--- src/ssr_pkg.sv ---
// Purpose: Shared types and constants for the stream status reply builder
// Assumes: One 16-bit reply word per transfer, word 0 is the open count
// Notes: Stream table depth is a storage choice; the reply format is fixed
package ssr_pkg;

  // ******************************************
  // Table and reply geometry
  // ******************************************
  localparam int SSR_ENTRIES = 16;
  localparam int SSR_IDX_W = 4;
  localparam int SSR_CNT_W = 16;
  localparam int SSR_LEN_W = 17;
  // Count word plus 65535 identifier slots, bytes 131071:131070 are the last
  localparam logic [16:0] SSR_MAX_WORDS = 17'h10000;
  localparam logic [31:0] SSR_NS_ALL = 32'hffffffff;
  localparam int SSR_SCOPE_BIT = 0;
  localparam logic [15:0] SSR_WORD_ZERO = 16'h0000;
  localparam logic [15:0] SSR_CNT_ZERO = 16'h0000;
  localparam logic [15:0] SSR_CNT_ONE = 16'h0001;
  localparam logic [16:0] SSR_LEN_ONE = 17'h00001;
  localparam logic [16:0] SSR_LEN_ZERO = 17'h00000;
  localparam logic [15:0] SSR_HOST_NONE = 16'h0000;

  // One open stream as tracked by the controller
  typedef struct packed {
    logic valid;
    logic shared;
    logic [31:0] ns;
    logic [15:0] host;
    logic [15:0] sid;
  } ssr_entry_t;

  // One status request as decoded from the command
  typedef struct packed {
    logic [31:0] namespace_selector;
    logic [7:0] subsystem_scope_select;
    logic [15:0] directive_specific_field;
    logic [15:0] host_id;
    logic [16:0] word_count;
  } ssr_req_t;

  typedef enum logic [0:0] {
    SSR_IDLE = 1'b0,
    SSR_SEND = 1'b1
  } ssr_state_t;

  // Whether an entry belongs in the reply for this request
  function automatic logic ssr_match(input ssr_entry_t e, input ssr_req_t q);
    logic ns_ok;
    logic host_ok;
    ns_ok = (q.namespace_selector == SSR_NS_ALL) ? e.shared :
            (!e.shared && e.ns == q.namespace_selector);
    host_ok = q.subsystem_scope_select[SSR_SCOPE_BIT] ? (e.host != SSR_HOST_NONE) :
              (e.host != SSR_HOST_NONE && e.host == q.host_id);
    return e.valid && ns_ok && host_ok;
  endfunction

endpackage

--- src/ssr_core.sv ---
// Purpose: Builds the open stream status reply, one 16-bit word per beat
// Assumes: Host side takes a word when out_valid and out_ready are both high
// Notes: Table writes during a reply do not disturb it; ids are snapshotted
`timescale 1ns/10ps
module ssr_core
  import ssr_pkg::*;
(
  input wire logic ref_clk,
  input wire logic reset,
  input wire logic tbl_wr_en,
  input wire logic [SSR_IDX_W-1:0] tbl_wr_idx,
  input wire ssr_entry_t tbl_wr_entry,
  input wire logic req_valid,
  input wire ssr_req_t req,
  output logic req_ready,
  output logic out_valid,
  output logic [15:0] out_word,
  input wire logic out_ready,
  output logic busy,
  output logic done
);

  // ******************************************
  // Storage
  // ******************************************
  ssr_entry_t table_r [SSR_ENTRIES];
  logic [SSR_ENTRIES-1:0] snap_sel_r;
  logic [SSR_ENTRIES*16-1:0] snap_ids_r;
  ssr_state_t state_r;
  logic [15:0] count_r;
  logic [15:0] sent_r;
  logic [15:0] last_r;
  logic first_r;
  logic [16:0] remain_r;
  logic out_valid_r;
  logic [15:0] out_word_r;
  logic pad_r;
  logic req_ready_r;
  logic done_r;

  // ******************************************
  // Live selection and distinct count
  // ******************************************
  logic [SSR_ENTRIES-1:0] live_sel;
  logic [SSR_ENTRIES*16-1:0] live_ids;
  logic [SSR_ENTRIES*16-1:0] live_hosts;
  logic [15:0] live_count;
  logic accept;
  logic beat;
  logic last_beat;
  logic want_id;
  logic pick_found;
  logic [15:0] pick_id;

  // Directive specific field is never read by the selection
  genvar g;
  generate
    for (g = 0; g < SSR_ENTRIES; g++) begin : gen_sel
      assign live_sel[g] = ssr_match(table_r[g], req);
      assign live_ids[g*16 +: 16] = table_r[g].sid;
      assign live_hosts[g*16 +: 16] = table_r[g].host;
    end
  endgenerate

  // Count an id only at its first selected occurrence
  always_comb begin
    logic dup;
    live_count = SSR_CNT_ZERO;
    dup = 1'b0;
    for (int i = 0; i < SSR_ENTRIES; i++) begin
      dup = 1'b0;
      for (int j = 0; j < i; j++) begin
        if (live_sel[j] && table_r[j].sid == table_r[i].sid) begin
          dup = 1'b1;
        end
      end
      if (live_sel[i] && !dup) begin
        live_count = live_count + SSR_CNT_ONE;
      end
    end
  end

  assign accept = (state_r == SSR_IDLE) && req_valid;
  assign beat = out_valid_r && out_ready;
  assign last_beat = beat && (remain_r == SSR_LEN_ONE);
  assign want_id = (sent_r < count_r) && pick_found;

  // ******************************************
  // Next identifier from the snapshot
  // ******************************************
  ssr_pick u_pick (
    .sel(snap_sel_r),
    .ids(snap_ids_r),
    .thresh(last_r),
    .first(first_r),
    .found(pick_found),
    .pick(pick_id)
  );

  // ******************************************
  // Stream table
  // ******************************************
  // Written by the stream open and close logic elsewhere in the controller
  always_ff @(posedge ref_clk) begin
    if (reset) begin
      for (int i = 0; i < SSR_ENTRIES; i++) begin
        table_r[i] <= '0;
      end
    end else if (tbl_wr_en) begin
      table_r[tbl_wr_idx] <= tbl_wr_entry;
    end
  end

  // Snapshot keeps a reply self-consistent while streams open or close
  always_ff @(posedge ref_clk) begin
    if (reset) begin
      snap_sel_r <= '0;
      snap_ids_r <= '0;
    end else if (accept) begin
      snap_sel_r <= live_sel;
      snap_ids_r <= live_ids;
    end
  end

  // ******************************************
  // Reply sequencer
  // ******************************************
  ssr_state_t state_nxt;
  always_comb begin
    state_nxt = state_r;
    unique case (state_r)
      SSR_IDLE: begin
        if (accept && req.word_count != SSR_LEN_ZERO) begin
          state_nxt = SSR_SEND;
        end
      end
      SSR_SEND: begin
        if (last_beat) begin
          state_nxt = SSR_IDLE;
        end
      end
    endcase
  end

  always_ff @(posedge ref_clk) begin
    if (reset) begin
      state_r <= SSR_IDLE;
    end else begin
      state_r <= state_nxt;
    end
  end

  // Length clipped so the last slot never passes bytes 131071:131070
  always_ff @(posedge ref_clk) begin
    if (reset) begin
      remain_r <= SSR_LEN_ZERO;
    end else if (accept) begin
      remain_r <= (req.word_count > SSR_MAX_WORDS) ? SSR_MAX_WORDS : req.word_count;
    end else if (beat) begin
      remain_r <= remain_r - SSR_LEN_ONE;
    end
  end

  // Head word is the count; each beat loads the following slot
  always_ff @(posedge ref_clk) begin
    if (reset) begin
      out_word_r <= SSR_WORD_ZERO;
      out_valid_r <= 1'b0;
      pad_r <= 1'b0;
    end else if (accept) begin
      out_word_r <= live_count;
      out_valid_r <= (req.word_count != SSR_LEN_ZERO);
      pad_r <= 1'b0;
    end else if (last_beat) begin
      out_word_r <= SSR_WORD_ZERO;
      out_valid_r <= 1'b0;
      pad_r <= 1'b0;
    end else if (beat) begin
      out_word_r <= want_id ? pick_id : SSR_WORD_ZERO;
      pad_r <= !want_id;
    end
  end

  // Progress through the sorted list; threshold only moves upward
  always_ff @(posedge ref_clk) begin
    if (reset) begin
      count_r <= SSR_CNT_ZERO;
      sent_r <= SSR_CNT_ZERO;
      last_r <= SSR_WORD_ZERO;
      first_r <= 1'b1;
    end else if (accept) begin
      count_r <= live_count;
      sent_r <= SSR_CNT_ZERO;
      last_r <= SSR_WORD_ZERO;
      first_r <= 1'b1;
    end else if (beat && !last_beat && want_id) begin
      sent_r <= sent_r + SSR_CNT_ONE;
      last_r <= pick_id;
      first_r <= 1'b0;
    end
  end

  // Handshake flags; done also fires for an empty-length request
  always_ff @(posedge ref_clk) begin
    if (reset) begin
      req_ready_r <= 1'b0;
      done_r <= 1'b0;
    end else begin
      req_ready_r <= (state_nxt == SSR_IDLE) && !accept;
      done_r <= last_beat || (accept && req.word_count == SSR_LEN_ZERO);
    end
  end

  assign req_ready = req_ready_r;
  assign out_valid = out_valid_r;
  assign out_word = out_word_r;
  assign busy = (state_r == SSR_SEND);
  assign done = done_r;

  function automatic logic any_lower(input logic [SSR_ENTRIES-1:0] s, input logic [SSR_ENTRIES*16-1:0] d,
                                     input logic [15:0] v);
    logic r;
    r = 1'b0;
    for (int i = 0; i < SSR_ENTRIES; i++) begin
      if (s[i] && d[i*16 +: 16] < v) begin
        r = 1'b1;
      end
    end
    return r;
  endfunction

  // Hosts come in as an argument so the check sees sampled values, not the table after the edge
  function automatic logic any_foreign(input logic [SSR_ENTRIES-1:0] s, input logic [SSR_ENTRIES*16-1:0] hs,
                                       input logic [15:0] h);
    logic r;
    r = 1'b0;
    for (int i = 0; i < SSR_ENTRIES; i++) begin
      if (s[i] && (hs[i*16 +: 16] != h || hs[i*16 +: 16] == SSR_HOST_NONE)) begin
        r = 1'b1;
      end
    end
    return r;
  endfunction
endmodule

--- src/ssr_pick.sv ---
// Purpose: Finds the smallest selected stream id above a threshold
// Assumes: Inputs are a stable snapshot; purely combinational
// Notes: With first set, any selected id qualifies, so id zero is not lost
`timescale 1ns/10ps
module ssr_pick
  import ssr_pkg::*;
(
  input wire logic [SSR_ENTRIES-1:0] sel,
  input wire logic [SSR_ENTRIES*16-1:0] ids,
  input wire logic [15:0] thresh,
  input wire logic first,
  output logic found,
  output logic [15:0] pick
);

  // ******************************************
  // Minimum search
  // ******************************************
  // Linear scan; equal ids collapse since only the strictly greater ones count
  always_comb begin
    logic [15:0] cur;
    logic hit;
    found = 1'b0;
    pick = SSR_WORD_ZERO;
    cur = SSR_WORD_ZERO;
    hit = 1'b0;
    for (int i = 0; i < SSR_ENTRIES; i++) begin
      cur = ids[i*16 +: 16];
      hit = sel[i] && (first || cur > thresh);
      if (hit && (!found || cur < pick)) begin
        found = 1'b1;
        pick = cur;
      end
    end
  end

endmodule

--- config.mk ---
export PLATFORM = sky130hd
export DESIGN_NAME = ssr_core
export DESIGN_NICKNAME = d
export VERILOG_FILES = /design/src/ssr_pkg.sv /design/src/ssr_core.sv /design/src/ssr_pick.sv
export SDC_FILE = /design/constraint.sdc
export NUM_CORES = 2
export LEC_CHECK = 0
export BUFFER_PORTS_ARGS = -buffer_cell sky130_fd_sc_hd__buf_2
export CAP_MARGIN = 20
export CORE_MARGIN = 2
export CORE_UTILIZATION = 45
export CTS_CLUSTER_DIAMETER = 100
export DETAILED_ROUTE_END_ITERATION = 16
export GPL_TIMING_DRIVEN = 0
export PLACE_DENSITY = 0.71
export SLEW_MARGIN = 20
export SYNTH_ARGS = -nofsm -noshare
export SYNTH_HDL_FRONTEND = slang
export SYNTH_HIERARCHICAL = 1
export SYNTH_SLANG_ARGS = --single-unit
--- constraint.sdc ---
create_clock -name ref_clk -period 36.1 [get_ports ref_clk]
set_clock_uncertainty 0.2 [all_clocks]
set_input_delay 10.83 -clock ref_clk [delete_from_list [all_inputs] [get_ports ref_clk]]
set_output_delay 10.83 -clock ref_clk [all_outputs]
set_load 0.005 [all_outputs]
==> flow_summary.toml <==
[synth]
synthesis.area_um2 = 103000
yosysWarnings = 6
syn-instance-count = 10700
ys_async_sr_fraction = 0
synthFlopType = "edfxtp_1"
ys_types = 137
ys_seq_area_frac = 0.378
synth_edf_count = 1056
avgSynthCellArea_um2 = 9.59
ys_ff_latch = 1414
synthesis.nets = 11400

[worst_setup_path]
worstSetupPathType = "flop to flop"
path_max_fanout = 10
r2r_setup_slack_ps = 350
slowest_stage = "or4_1"
critical_path.endpoint_type = "flop"
crit_required_ps = 36680
critPathMaxStageDelay_ps = 530
critPathArrivalTime_ps = 36330
cpMostUsedCell = "a21oi_2"
cp-start-kind = "flop"

[cells_and_area]
fin_nets = 12000
syn_to_final_growth_pct = 16.7
mostFrequentLayoutCells = "1813 x xor2_1, 1073 x and2_1, 1056 x edfxtp_1, 922 x xnor2_1, 718 x nand2_1"
final_common_cell = "xor2_1"
fillers = 20200
drive_above_1_share = 0.136

[global_route]
track_usage = 0.442
grt_max_degree = 55
first_global_vias = 87100
grt-ovfl-total = 0
antenna_found_initial = 54
grt_pass1_wl_mm = 712

[power_and_ir_drop]
leakage_nw = 44.7
power_w = 0.00460
pwr_density_cell_nw_per_um2 = 38.3
ir_drop_mv = 0.0497

[routing]
drtIter0Drc = 14600
dr.pass1.iters = 10
drcViolationCount = 0
via_per_inst = 6.42
ant_nets = 0
num_vias = 93000
routed_wl_mm = 532
wl_per_cell_um = 36.7

[floorplan]
initial_core_util = 0.453
die_w_um = 482
pin_count = 184
coreArea_um2 = 227000
std_cell_rows = 175
dieArea_um2 = 232000
fp.dieH_um = 482

[timing]
setup_ws_ps = 348
period_share = 0.990
worstMarginPinSlew_ps = 1360
hold_ws_ps = 243
finalHoldViolCount = 0
setup_viol = 0
layout_min_cycle_time_ps = 35750
tns_ps = 0
max_freq_mhz = 28.0
maxSlewViolCount = 0
max-slew-margin-rel = 0.0965
rsz0062_at_grt = "true"

[flow_run]
drv_cap = 0

[clock_tree]
clk_pin_slew_ps = 60
cts_tree = "yes"
hold_buffers = 0
cts_made_buffers = 159
insertion_delay_ps = 890
cts.path.max_buffers = 3
htreeDepth = 4
cts_sinks = 1414
cts-root-buf = "clkbuf_16"

[placed_design]
portBuffers = 110
place_ws_ps = -9420
dp_hpwl_mm = 380
place.gp.congestion = 1.06

[run_status]
status = "completed"

[min_path]
hp-class = "flop to flop"
==> cells by family (layout without fill, tap and decap cells) <==
family / count (synthesis) / after routing / synth area share
flip-flops: 1414 / 1414 / 0.378
adder cells (fa/ha/maj): 504 / 504 / 0.0612
buffers and inverters: 1210 / 1933 / 0.0459
AO/OA/AOI/OAI: 1179 / 1179 / 0.0735
multiplexers: 144 / 144 / 0.0153
AND/OR/NAND/NOR: 3524 / 3524 / 0.190
XOR/XNOR: 2751 / 2751 / 0.236
other: 0 / 26 / 0
==> state kept, by name, summed over array words and instances, names as in the netlist <==
signal,cells
last_r,16
first_r,1
out_word,16
req_ready,1
done,1
out_valid,1
busy,1
snap_sel_r,16
table_r,1056
sent_r,16
remain_r,17
count_r,16
snap_ids_r,256
==> Yosys cell counts (all sizes together) (57+ instances only) <==
| cell type | count | area share |
|---|---|---|
| xnor2 | 923 | 0.079 |
| dfxtp | 358 | 0.070 |
| buf | 223 | 0.0098 |
| a21oi | 558 | 0.027 |
| clkbuf | 737 | 0.027 |
| nand2b | 57 | 0.0035 |
| inv | 250 | 0.0091 |
| mux2 | 67 | 0.0074 |
| nand3 | 112 | 0.0054 |
| xor2 | 1814 | 0.15 |
| nand2 | 736 | 0.027 |
| nor4 | 582 | 0.036 |
| nor2 | 274 | 0.010 |
| nand4 | 439 | 0.027 |
| a21o | 94 | 0.0069 |
| mux2i | 77 | 0.0079 |
| nor3 | 74 | 0.0038 |
| and2 | 1075 | 0.065 |
| o21ai | 176 | 0.0087 |
| ha | 500 | 0.061 |
| edfxtp | 1056 | 0.31 |
==> per-layer routing <==
layer,up-vias,global-route usage,share of wire
met5,-,0.00245,0.00082
met4,43,0.273,0.075
met3,1917,0.155,0.13
met2,6922,0.645,0.41
met1,45800,0.559,0.38
li1,38300,-,-
==> final timing paths <==
kind,from,end,depth (start not counted)
max,last_r[12],out_word[14],196
min,count_r[12],count_r[12],2
max reg2reg,last_r[12],out_word[14],196
min reg2reg,count_r[12],count_r[12],2
==> cell type report <==
type,count,area [um^2],share of cell area
repair buffers,439,4880,0.0407
clock inverters,87,968,0.00806
diodes,26,65.1,0.000542
flip-flops and latches,1414,38900,0.324
multi-input cells,8102,61800,0.514
clock buffers,200,4280,0.0356
plain buffers,956,4400,0.0366
well taps,3009,3760,0.0314
inverters,250,1040,0.00870
repair inverters,1,8.76,0.0000729
==> report_power, final <==
| part | switching (W) | internal (W) | total [W] |
|---|---|---|---|
| sequential | 0.0000708 | 0.00183 | 0.00191 |
| clock | 0.000751 | 0.000910 | 0.00166 |
| combinational | 0.000689 | 0.000343 | 0.00103 |
==> worst max-delay path: cells and delay by family, from the launching register on <==
kind / cells / cell delay (ps)
AO/OA/AOI/OAI: 80 / 14980
AND/OR/NAND/NOR: 55 / 8670
buffers and inverters: 39 / 5280
adder cells (fa/ha/maj): 16 / 4100
multiplexers: 6 / 1980
flip-flops: 1 / 360
==> through the flow <==
stage | util | area, um^2 | std cells
floorplan | - | 103000 | 10700
global placement | 0.472 | 107000 | 13800
detailed placement | 0.486 | 110000 | 14000
CTS | 0.518 | 118000 | 14400
global route | 0.528 | 120000 | 14500
finish | 0.528 | 120000 | 14500
==> timing repair <==
action                     CTS  global route
setup endpoints to repair   32            32
hold endpoints to repair     0             0
pin swaps                   82           161
cloned                       3             9
gates resized for setup    336           300
setup buffers              112            94
(Power assumes the default switching activity.)
